$ cat config.mk
export PLATFORM = sky130hd
export DESIGN_NAME = dvm_top
export DESIGN_NICKNAME = d
export VERILOG_FILES = /design/src/hw/dvm_ramp.v /design/src/hw/dvm_top.v
export VERILOG_INCLUDE_DIRS = /design/src /design/src/hw
export SDC_FILE = /design/constraint.sdc
export NUM_CORES = 2
export LEC_CHECK = 0
export BUFFER_PORTS_ARGS = -buffer_cell sky130_fd_sc_hd__buf_2
export CORE_ASPECT_RATIO = 2
export CORE_UTILIZATION = 40
export DETAILED_ROUTE_END_ITERATION = 6
export GPL_TIMING_DRIVEN = 0
export SYNTH_ARGS = -nofsm -noshare
export SYNTH_HDL_FRONTEND = slang
export SYNTH_SLANG_ARGS = --single-unit
export TNS_END_PERCENT = 20
$ cat constraint.sdc
create_clock -name sys_clk -period 14.45 [get_ports sys_clk]
set_input_delay 2.89 -clock sys_clk [delete_from_list [all_inputs] [get_ports sys_clk]]
set_output_delay 2.89 -clock sys_clk [all_outputs]
set_load 0.01 [all_outputs]
$ cat src/hw/dvm_defines.vh
`ifndef DVM_DEFINES_VH
`define DVM_DEFINES_VH

// Register byte addresses
`define DVM_A_CTRL        8'h00
`define DVM_A_STATUS      8'h04
`define DVM_A_MODE        8'h08
`define DVM_A_MODE_DISP   8'h0C
`define DVM_A_TARGET      8'h10
`define DVM_A_DEMAND      8'h14
`define DVM_A_EFFORT      8'h18
`define DVM_A_CTRL_SRC    8'h1C
`define DVM_A_CONFIG      8'h20
`define DVM_A_AUX_SEL     8'h24
`define DVM_A_RISE_POS    8'h28
`define DVM_A_FALL_POS    8'h2C
`define DVM_A_RISE_NEG    8'h30
`define DVM_A_FALL_NEG    8'h34
`define DVM_A_DECEL       8'h38
`define DVM_A_POLES       8'h3C
`define DVM_A_FREQ        8'h40

// Control word bit positions
`define DVM_CW_ON         0
`define DVM_CW_VOLT       1
`define DVM_CW_QSTOP      2
`define DVM_CW_ENOP       3
`define DVM_CW_RFG_EN     4
`define DVM_CW_RFG_UNLOCK 5
`define DVM_CW_RFG_REF    6
`define DVM_CW_HALT       8

// Status word bit positions and patterns
`define DVM_SW_REMOTE     9
`define DVM_SW_TARGET     10
`define DVM_SW_DISABLED   8'h50
`define DVM_SW_READY      8'h31
`define DVM_SW_SWON       8'h33
`define DVM_SW_OPEN       8'h37

// Mode and configuration codes
`define DVM_MODE_VELOCITY 16'h0002
`define DVM_SRC_STATEMACH 16'h0001
`define DVM_CFG_POSCTL    16'h0040
`define DVM_AUX_ZERO      16'h0009

// Reset values
`define DVM_RST_MODE      16'h0002
`define DVM_RST_CTRL_SRC  16'h0001
`define DVM_RST_CONFIG    16'h0040
`define DVM_RST_AUX_SEL   16'h0009
`define DVM_RST_RAMP      16'h0001
`define DVM_RST_POLES     16'h0002

// Ramp tick: time in us, clock in MHz, cycles derived
`define DVM_TICK_US       1000
`define DVM_CLK_MHZ       25
`define DVM_TICK_CYC      (`DVM_TICK_US * `DVM_CLK_MHZ)

// Frequency conversion: 0.01 Hz = rpm * poles * 5 / 3
`define DVM_FREQ_MUL      5
`define DVM_DIV3_MUL      21846
`define DVM_DIV3_SHIFT    16

`endif

$ cat src/hw/dvm_ramp.v
`timescale 1ns/1ps
`include "dvm_defines.vh"

module dvm_ramp (
    sys_clk,
    reset,
    clear,
    tick,
    hold,
    setpoint,
    interval,
    value
);
    input                    sys_clk;
    input                    reset;
    input                    clear;
    input                    tick;
    input                    hold;
    input  wire signed [15:0] setpoint;
    input  wire [15:0]       interval;
    output reg signed [15:0] value;

    reg  [15:0] cnt_q;
    wire        step;

    assign step = tick && !hold && (value != setpoint) &&
                  (cnt_q + 16'h0001 >= interval);

    always @(posedge sys_clk or posedge reset) begin
        if (reset) begin
            cnt_q <= 16'h0000;
            value <= 16'sh0000;
        end else if (clear) begin
            cnt_q <= 16'h0000;
            value <= 16'sh0000;
        end else if (tick && !hold) begin
            if (step) begin
                cnt_q <= 16'h0000;
                if (setpoint > value) begin
                    value <= value + 16'sh0001;
                end else begin
                    value <= value - 16'sh0001;
                end
            end else if (value != setpoint) begin
                cnt_q <= cnt_q + 16'h0001;
            end else begin
                cnt_q <= 16'h0000;
            end
        end
    end
endmodule

$ cat src/hw/dvm_top.v
`timescale 1ns/1ps
`include "dvm_defines.vh"

module dvm_top #(
    parameter TICK_CYCLES = `DVM_TICK_CYC
) (
    sys_clk,
    reset,
    reg_addr,
    reg_wdata,
    reg_wr,
    reg_rd,
    reg_rdata,
    aux_ref,
    speed_ref,
    freq_ref,
    op_enabled
);
    input                    sys_clk;
    input                    reset;
    input  wire [7:0]        reg_addr;
    input  wire [15:0]       reg_wdata;
    input                    reg_wr;
    input                    reg_rd;
    output reg  [15:0]       reg_rdata;
    input  wire signed [15:0] aux_ref;
    output reg  signed [15:0] speed_ref;
    output reg  [31:0]       freq_ref;
    output wire              op_enabled;

    localparam [3:0] ST_DISABLED = 4'b0001;
    localparam [3:0] ST_READY    = 4'b0010;
    localparam [3:0] ST_SWON     = 4'b0100;
    localparam [3:0] ST_OPEN     = 4'b1000;

    reg  [15:0]        ctrl_q;
    reg  [15:0]        mode_q;
    reg  [15:0]        disp_q;
    reg  signed [15:0] target_q;
    reg  [15:0]        src_q;
    reg  [15:0]        cfg_q;
    reg  [15:0]        aux_sel_q;
    reg  [15:0]        rise_pos_q;
    reg  [15:0]        fall_pos_q;
    reg  [15:0]        rise_neg_q;
    reg  [15:0]        fall_neg_q;
    reg  [15:0]        decel_q;
    reg  [15:0]        poles_q;
    reg  [3:0]         state_q;
    reg  [3:0]         state_d;
    reg  [15:0]        rdata_d;
    reg  [15:0]        interval_d;
    reg  [31:0]        tick_cnt_q;
    reg                tick_q;

    wire               wr_ctrl;
    wire               mode_settled;
    wire               vel_active;
    wire               halt;
    wire               hold;
    wire               use_ramp;
    wire signed [15:0] setpoint;
    wire signed [15:0] ramp_val;
    wire signed [15:0] effort_d;
    wire [15:0]        status_w;
    wire [7:0]         status_lo;
    wire               target_hit;
    wire [15:0]        abs_effort;
    wire [63:0]        freq_prod;

    assign wr_ctrl = reg_wr && (reg_addr == `DVM_A_CTRL);

    // Power state machine driven by control-word writes
    always @* begin
        state_d = state_q;
        if (wr_ctrl) begin
            if (!reg_wdata[`DVM_CW_VOLT] || !reg_wdata[`DVM_CW_QSTOP]) begin
                state_d = ST_DISABLED;
            end else if (!reg_wdata[`DVM_CW_ON]) begin
                state_d = ST_READY;
            end else if (!reg_wdata[`DVM_CW_ENOP]) begin
                case (state_q)
                    ST_READY: begin
                        state_d = ST_SWON;
                    end
                    ST_OPEN: begin
                        state_d = ST_SWON;
                    end
                    default: begin
                        state_d = state_q;
                    end
                endcase
            end else begin
                case (state_q)
                    ST_SWON: begin
                        state_d = ST_OPEN;
                    end
                    ST_OPEN: begin
                        state_d = ST_OPEN;
                    end
                    default: begin
                        state_d = state_q;
                    end
                endcase
            end
        end
    end

    // Word registers, sampled once per clock
    always @(posedge sys_clk or posedge reset) begin
        if (reset) begin
            ctrl_q     <= 16'h0000;
            mode_q     <= `DVM_RST_MODE;
            disp_q     <= `DVM_RST_MODE;
            target_q   <= 16'sh0000;
            src_q      <= `DVM_RST_CTRL_SRC;
            cfg_q      <= `DVM_RST_CONFIG;
            aux_sel_q  <= `DVM_RST_AUX_SEL;
            rise_pos_q <= `DVM_RST_RAMP;
            fall_pos_q <= `DVM_RST_RAMP;
            rise_neg_q <= `DVM_RST_RAMP;
            fall_neg_q <= `DVM_RST_RAMP;
            decel_q    <= `DVM_RST_RAMP;
            poles_q    <= `DVM_RST_POLES;
            state_q    <= ST_DISABLED;
        end else begin
            state_q <= state_d;
            disp_q  <= mode_q;
            if (reg_wr) begin
                if (reg_addr == `DVM_A_CTRL) begin
                    ctrl_q <= reg_wdata;
                end else if (reg_addr == `DVM_A_MODE) begin
                    mode_q <= reg_wdata;
                end else if (reg_addr == `DVM_A_TARGET) begin
                    target_q <= reg_wdata;
                end else if (reg_addr == `DVM_A_CTRL_SRC) begin
                    src_q <= reg_wdata;
                end else if (reg_addr == `DVM_A_CONFIG) begin
                    cfg_q <= reg_wdata;
                end else if (reg_addr == `DVM_A_AUX_SEL) begin
                    aux_sel_q <= reg_wdata;
                end else if (reg_addr == `DVM_A_RISE_POS) begin
                    rise_pos_q <= reg_wdata;
                end else if (reg_addr == `DVM_A_FALL_POS) begin
                    fall_pos_q <= reg_wdata;
                end else if (reg_addr == `DVM_A_RISE_NEG) begin
                    rise_neg_q <= reg_wdata;
                end else if (reg_addr == `DVM_A_FALL_NEG) begin
                    fall_neg_q <= reg_wdata;
                end else if (reg_addr == `DVM_A_DECEL) begin
                    decel_q <= reg_wdata;
                end else if (reg_addr == `DVM_A_POLES) begin
                    poles_q <= reg_wdata;
                end
            end
        end
    end

    assign op_enabled   = state_q[3];
    assign mode_settled = (mode_q == disp_q);
    // Mode bits act only in full motion-control setup
    assign vel_active = op_enabled && mode_settled &&
                        (src_q == `DVM_SRC_STATEMACH) &&
                        (cfg_q == `DVM_CFG_POSCTL) &&
                        (mode_q == `DVM_MODE_VELOCITY);

    assign halt     = ctrl_q[`DVM_CW_HALT];
    assign hold     = !ctrl_q[`DVM_CW_RFG_UNLOCK] && !halt;
    assign setpoint = (halt || !ctrl_q[`DVM_CW_RFG_REF]) ?
                      16'sh0000 : target_q;
    assign use_ramp = ctrl_q[`DVM_CW_RFG_EN] ||
                      (aux_sel_q == `DVM_AUX_ZERO);
    assign effort_d = use_ramp ? ramp_val : aux_ref;

    // Rate pick: halt uses deceleration, else rise or fall by sign
    always @* begin
        if (halt) begin
            interval_d = decel_q;
        end else if (ramp_val >= 16'sh0000 && setpoint > ramp_val) begin
            interval_d = rise_pos_q;
        end else if (ramp_val > 16'sh0000) begin
            interval_d = fall_pos_q;
        end else if (setpoint < ramp_val) begin
            interval_d = rise_neg_q;
        end else begin
            interval_d = fall_neg_q;
        end
    end

    // Ramp time base
    always @(posedge sys_clk or posedge reset) begin
        if (reset) begin
            tick_cnt_q <= 32'h00000000;
            tick_q     <= 1'b0;
        end else if (tick_cnt_q >= TICK_CYCLES - 1) begin
            tick_cnt_q <= 32'h00000000;
            tick_q     <= 1'b1;
        end else begin
            tick_cnt_q <= tick_cnt_q + 32'h00000001;
            tick_q     <= 1'b0;
        end
    end

    dvm_ramp u_ramp (
        .sys_clk  (sys_clk),
        .reset    (reset),
        .clear    (!vel_active),
        .tick     (tick_q),
        .hold     (hold),
        .setpoint (setpoint),
        .interval (interval_d),
        .value    (ramp_val)
    );

    // rpm to 0.01 Hz
    assign abs_effort = effort_d[15] ? (16'h0000 - effort_d) : effort_d;
    assign freq_prod  = abs_effort * poles_q * `DVM_FREQ_MUL *
                        `DVM_DIV3_MUL;

    always @(posedge sys_clk or posedge reset) begin
        if (reset) begin
            speed_ref <= 16'sh0000;
            freq_ref  <= 32'h00000000;
        end else if (vel_active) begin
            speed_ref <= effort_d;
            freq_ref  <= freq_prod[`DVM_DIV3_SHIFT +: 32];
        end else begin
            speed_ref <= 16'sh0000;
            freq_ref  <= 32'h00000000;
        end
    end

    assign target_hit = vel_active && (ramp_val == setpoint);
    assign status_lo  = state_q[3] ? `DVM_SW_OPEN :
                        state_q[2] ? `DVM_SW_SWON :
                        state_q[1] ? `DVM_SW_READY : `DVM_SW_DISABLED;
    assign status_w   = {5'b00000, target_hit,
                         (src_q == `DVM_SRC_STATEMACH), 1'b0, status_lo};

    // Register read, data one cycle after strobe
    always @* begin
        rdata_d = 16'h0000;
        if (reg_addr == `DVM_A_CTRL) begin
            rdata_d = ctrl_q;
        end else if (reg_addr == `DVM_A_STATUS) begin
            rdata_d = status_w;
        end else if (reg_addr == `DVM_A_MODE) begin
            rdata_d = mode_q;
        end else if (reg_addr == `DVM_A_MODE_DISP) begin
            rdata_d = disp_q;
        end else if (reg_addr == `DVM_A_TARGET) begin
            rdata_d = target_q;
        end else if (reg_addr == `DVM_A_DEMAND) begin
            rdata_d = ramp_val;
        end else if (reg_addr == `DVM_A_EFFORT) begin
            rdata_d = speed_ref;
        end else if (reg_addr == `DVM_A_CTRL_SRC) begin
            rdata_d = src_q;
        end else if (reg_addr == `DVM_A_CONFIG) begin
            rdata_d = cfg_q;
        end else if (reg_addr == `DVM_A_AUX_SEL) begin
            rdata_d = aux_sel_q;
        end else if (reg_addr == `DVM_A_RISE_POS) begin
            rdata_d = rise_pos_q;
        end else if (reg_addr == `DVM_A_FALL_POS) begin
            rdata_d = fall_pos_q;
        end else if (reg_addr == `DVM_A_RISE_NEG) begin
            rdata_d = rise_neg_q;
        end else if (reg_addr == `DVM_A_FALL_NEG) begin
            rdata_d = fall_neg_q;
        end else if (reg_addr == `DVM_A_DECEL) begin
            rdata_d = decel_q;
        end else if (reg_addr == `DVM_A_POLES) begin
            rdata_d = poles_q;
        end else if (reg_addr == `DVM_A_FREQ) begin
            rdata_d = freq_ref[15:0];
        end
    end

    always @(posedge sys_clk or posedge reset) begin
        if (reset) begin
            reg_rdata <= 16'h0000;
        end else if (reg_rd) begin
            reg_rdata <= rdata_d;
        end else begin
            reg_rdata <= 16'h0000;
        end
    end
endmodule

* After elaboration in Yosys (flattened, before gate mapping)
Cells that the tools add are included.
** Word-level totals
- Register bits after elaboration :: 341
- Input port bits :: 44
- Output and inout bits :: 65
- Word-level logic and storage cells :: 158
** Operators by class
- Add/subtract/negate cells :: 5
- Multipliers :: 3
- Order comparisons :: 6
- Equal/unequal tests :: 30
- Multiplexer cells :: 45
- Bitwise operators :: 11
- Reductions and logical operators :: 37
** Operators with widths (count)
- $mux W16 :: 34
- $eq A8 B6 Y1 const B :: 8
- $mux W32 :: 2
- $mul A35 B14 Y47 const B :: 1
- $mul A32 B3 Y35 const B :: 1
- $add A32 B1 Y32 const B :: 1
- $eq A16 B16 Y1 :: 2
- $eq A8 B5 Y1 const B :: 4
- $ge A32 B15 Y1 const B :: 1
- $mul A16 B16 Y32 :: 1
- $mux W7 :: 3
- $mux W4 :: 5
- $add A16 B1 Y16 const B :: 1
- $add A16 B2 Y16 const B :: 1
- $eq A16 B1 Y1 const B :: 1
- $eq A16 B2 Y1 const B :: 1
- $eq A16 B4 Y1 const B :: 1
- $eq A16 B7 Y1 const B :: 1
- $eq A8 B4 Y1 const B :: 2
- $ge A16 B1 Y1 const B :: 1
- $ge A16 B16 Y1 :: 1
- $gt A16 B1 Y1 const B :: 1
- $gt A16 B16 Y1 :: 1
- $lt A16 B16 Y1 :: 1
- 30 further kinds :: 61

* Logic depth before layout (Yosys ltp)
- Word-level depth :: 19
- Mapped depth :: 67
- Mapped depth without buffers :: 65

* By module
From an unflattened synthesis, not the netlist that was laid out.
** Unflattened totals
- Cells, all modules :: 3725
- Area, all modules :: 36033.3 um^2
** Modules (own cells, without submodules)
- dvm_top :: instances 1, cells each 3361, area an instance 32989.1 um^2, sequential area each 7748.7 um^2
- dvm_ramp :: instances 1, cells each 364, area an instance 3044.2 um^2, sequential area each 800.8 um^2

* Least setup slack after synthesis
OpenSTA, ideal clock, no wires.
- Kind :: input to register
- Start :: input aux_ref[2]
- End :: register freq_ref[28]
- Library setup time :: 0.132 ns
- Arrival :: 15.821 ns
- Data required time :: 14.318 ns
- Path slack :: -1.502 ns
- Stages :: 59
- Buffers on the path :: 2
- Path through :: a21oi_1 -> nand3_2 -> or2_1 -> nor3_2 -> nor2_1 -> xnor2_2 -> buf_2 -> nand2_1 -> fa_1 -> fa_1 -> fa_1 -> inv_1 -> fa_1 -> fa_1 -> inv_1 -> fa_1 -> inv_1 -> ha_1 -> [... 23 more ...] -> inv_1 -> fa_1 -> fa_1 -> inv_1 -> fa_1 -> inv_1 -> ha_1 -> a21o_1 -> a21o_1 -> a21o_1 -> a21oi_1 -> o21ai_0 -> o2bb2ai_1 -> a311oi_2 -> nor2_1 -> a311oi_1 -> xor2_1 -> nor2_1
** On the way
- Word-level cells in the longest chain between the ends :: 7
** RTL lines
- start: declaration :: line dvm_top.v:26 : input wire signed [15:0] aux_ref;
- $mux W16 (*) :: line dvm_top.v:173 : assign effort_d = use_ramp ? ramp_val : aux_ref;
- $sub A1 B16 Y16 :: line dvm_top.v:216 : assign abs_effort = effort_d[15] ? (16'h0000 - effort_d) : effort_d;
- $mux W16 (*) :: line dvm_top.v:216
- $mul A16 B16 Y32 (*) :: line dvm_top.v:217 : assign freq_prod = abs_effort * poles_q * `DVM_FREQ_MUL *
- $mul A32 B3 Y35 (no line) (*)
- $mul A35 B14 Y47 (no line) (*)
- $mux W32 (*) :: line dvm_top.v:224 : end else if (vel_active) begin
- end signal: assignment :: line dvm_top.v:226 : freq_ref <= freq_prod[`DVM_DIV3_SHIFT +: 32];
- end: declaration :: line dvm_top.v:28 : output reg [31:0] freq_ref;
Mark *: on every way between the ends. The rest lies on a longest branch, timed or not.
A chain may end at the register's enable or synchronous reset.

* Worst setup path in the final report
- Start :: input aux_ref[0]
- End :: register freq_ref[28]
Same word-level chain as after synthesis.

==> flow_summary.json <==
{
  "syn-cell-area_sq_um": 35300,
  "grt_max_degree": 117,
  "io_buffers": 108,
  "synth_edf_count": 0,
  "path_common_cell": "fa_1",
  "grt-ovfl-total": 0,
  "rsz0062_at_grt": "yes",
  "die-width_um": 212,
  "maxCapViolations": 0,
  "die-area_sq_um": 89400,
  "drtIter0Drc": 1737,
  "ctsHoldBuffers": 0,
  "core_area_sq_um": 87100,
  "clock_skew_ns": 0.0384,
  "grt_use_met2_pct": 53.9,
  "cp.arrival_ns": 15.98,
  "clockBufferDepth": 3,
  "slowest_delay_ns": 0.57,
  "yosysTopAreaCell": "dfrtp_1",
  "initial_utilization_pct": 40.5,
  "ant_nets": 0,
  "diodes": 0,
  "clock_sinks": 341,
  "post_drt_wl_per_cell_um": 24.5,
  "clkTransAtPathRegs_ns": 0.07,
  "timing.final.crit_share_pct": 107,
  "syn-instance-count": 3609,
  "io_pins": 109,
  "post-dp-hpwl_um": 101000,
  "final_nets": 4686,
  "yosys.cell_types.count": 90,
  "grt_pass1_wl_um": 188000,
  "fin_crit_ns": 15.50,
  "worst_ep_required_time_ns": 14.92,
  "critPathSlowestCell": "fa_1",
  "synth_flop_cell": "dfrtp_1",
  "endpoint_kind": "register",
  "grt-busiest-layer": "met2",
  "final-hold-violation-count": 0,
  "seq_area_frac_synth_pct": 24.3,
  "async_flop_share_pct": 100,
  "dr.pass1.iters": 7,
  "cp-start-kind": "primary input",
  "timing.final.ws_setup_ns": -1.05,
  "clock.fmax_mhz": 64.5,
  "final_common_cell": "inv_1",
  "cts_tree": "built",
  "wl_um": 125000,
  "crit_buf_inv": 11,
  "clock_latency_ns": 0.61,
  "gp_congestion": 1.02,
  "reg2reg_slack_ns": -0.99,
  "vias": 28200,
  "rows": 153,
  "synth.avg_cell_area_sq_um": 9.77,
  "worstSetupPathType": "in2reg",
  "layout_common_cells": "502 x inv_1, 363 x fa_1, 328 x dfrtp_1",
  "numCtsBuffers": 37,
  "slew_headroom_pct": 10.6,
  "setup_violations": 22,
  "synth_top_area_share_pct": 23.3,
  "violations": "setup timing",
  "critPathMaxFanout": 6,
  "synth.area.top_cells": "dfrtp_1 23%, fa_1 21%, ha_1 13%",
  "hold_path_class": "reg2reg",
  "drc": 0,
  "pre_cts_ws_ns": -3.60,
  "slew_viol_final": 0,
  "ys_ff_latch": 341,
  "antenna_found_initial": 2,
  "status": "finished with violations",
  "vias_per_cell": 5.52,
  "die_h_um": 422,
  "area_delta_synth_final_pct": 19.6,
  "ctsRootBufferMaster": "clkbuf_16",
  "drive_gt1_share_pct": 21.9,
  "grt_use_total_pct": 28.6,
  "use_met3_pct": 3.65,
  "cp_top_family": "adder cells",
  "whs_ns": 0.400,
  "grt_util_met1_pct": 25.6,
  "htree_levels": 2,
  "grt_pass1_vias": 30700,
  "ys_warn_count": 0,
  "tightest_slew_ns": 1.32,
  "reg_top3": "freq_ref: 32 flops, tick_cnt_q: 32 flops"
}
==> through the flow <==
step | utilization, % | cell area, sq um | cells | setup TNS, ns
2_1_floorplan | - | 35900 | 3625 | -4.26
3_3_place_gp | 43.5 | 37900 | 4895 | -875.36
3_5_place_dp | 43.6 | 38000 | 4898 | -84.53
4_1_cts | 47.6 | 41400 | 5060 | -9.14
5_1_grt | 48.4 | 42100 | 5101 | -23.35
6_report | 48.4 | 42100 | 5101 | -12.99
==> timing repair <==
action	4_1_cts	5_1_grt
setup buffers	102	42
endpoints found under the setup margin	32	29
gates resized for setup	272	69
pin swaps	124	89
==> synthesized netlist by cell type, drive strengths merged, types with 21 or more instances <==
cell    instances
inv           520
fa            375
ha            356
dfrtp         328
nand2         279
nor2          247
mux2          190
a21oi         164
and2          140
o21ai         116
clkbuf        105
xnor2          96
a21o           57
xor2           56
mux2i          51
nand3          41
nor3           41
a22oi          33
nor4           30
buf            28
nand2b         28
nand4          26
a221oi         25
a31oi          22
a211oi         21
and3           21
o21a           21
==> worst reg2reg max path: cells and delay by family (launching register included) <==
| family | cells | cell delay, ns |
|---|---|---|
| AOI/OAI and AO/OA | 19 | 4.87 |
| xor gates and xnor gates | 3 | 0.78 |
| adders and majority gates | 15 | 6.51 |
| buffers and inverters | 10 | 1.92 |
| DFF | 1 | 0.45 |
| and+or+nand+nor | 8 | 0.81 |
==> metal layers <==
layer,share of wire (%),wire [um],up-vias
li1,-,-,12600
met5,0,0,-
met1,31,38200,14100
met3,3.8,4740,486
met4,11,14200,0
met2,54,67700,912
==> final timing paths <==
path / end / cells past startpoint / startpoint
worst max-delay path: freq_ref[28] / 56 / aux_ref[0]
worst min-delay path: disp_q[1] / 0 / mode_q[1]
worst max register to register: freq_ref[28] / 55 / aux_sel_q[4]
worst min register to register: disp_q[1] / 0 / mode_q[1]
max in group asynchronous: ctrl_q[1] / 4 / reset
min in group asynchronous: freq_ref[23] / 2 / reset
==> final cells by class <==
cell class / count / area (sq um)
fillers: 8062 / 45000
multi-input cells: 2631 / 26400
flip-flops and latches: 341 / 8550
inverters: 520 / 1970
repair buffers: 256 / 1840
well taps: 1162 / 1450
clock buffers: 45 / 996
plain buffers: 124 / 564
clock inverters: 22 / 327
==> cells by family after synthesis <==
logic type / share of synthesized area, %
flops: 24.3
buf+inv: 7.03
other cells: 0.0106
compound gates: 11.0
simple gates: 12.4
fa+ha+maj: 33.9
xor+xnor: 3.87
mux: 7.52
Power is left out: the tool's default activity adds up to more than one toggle a clock period on the data nets, which glitch-free logic cannot reach.
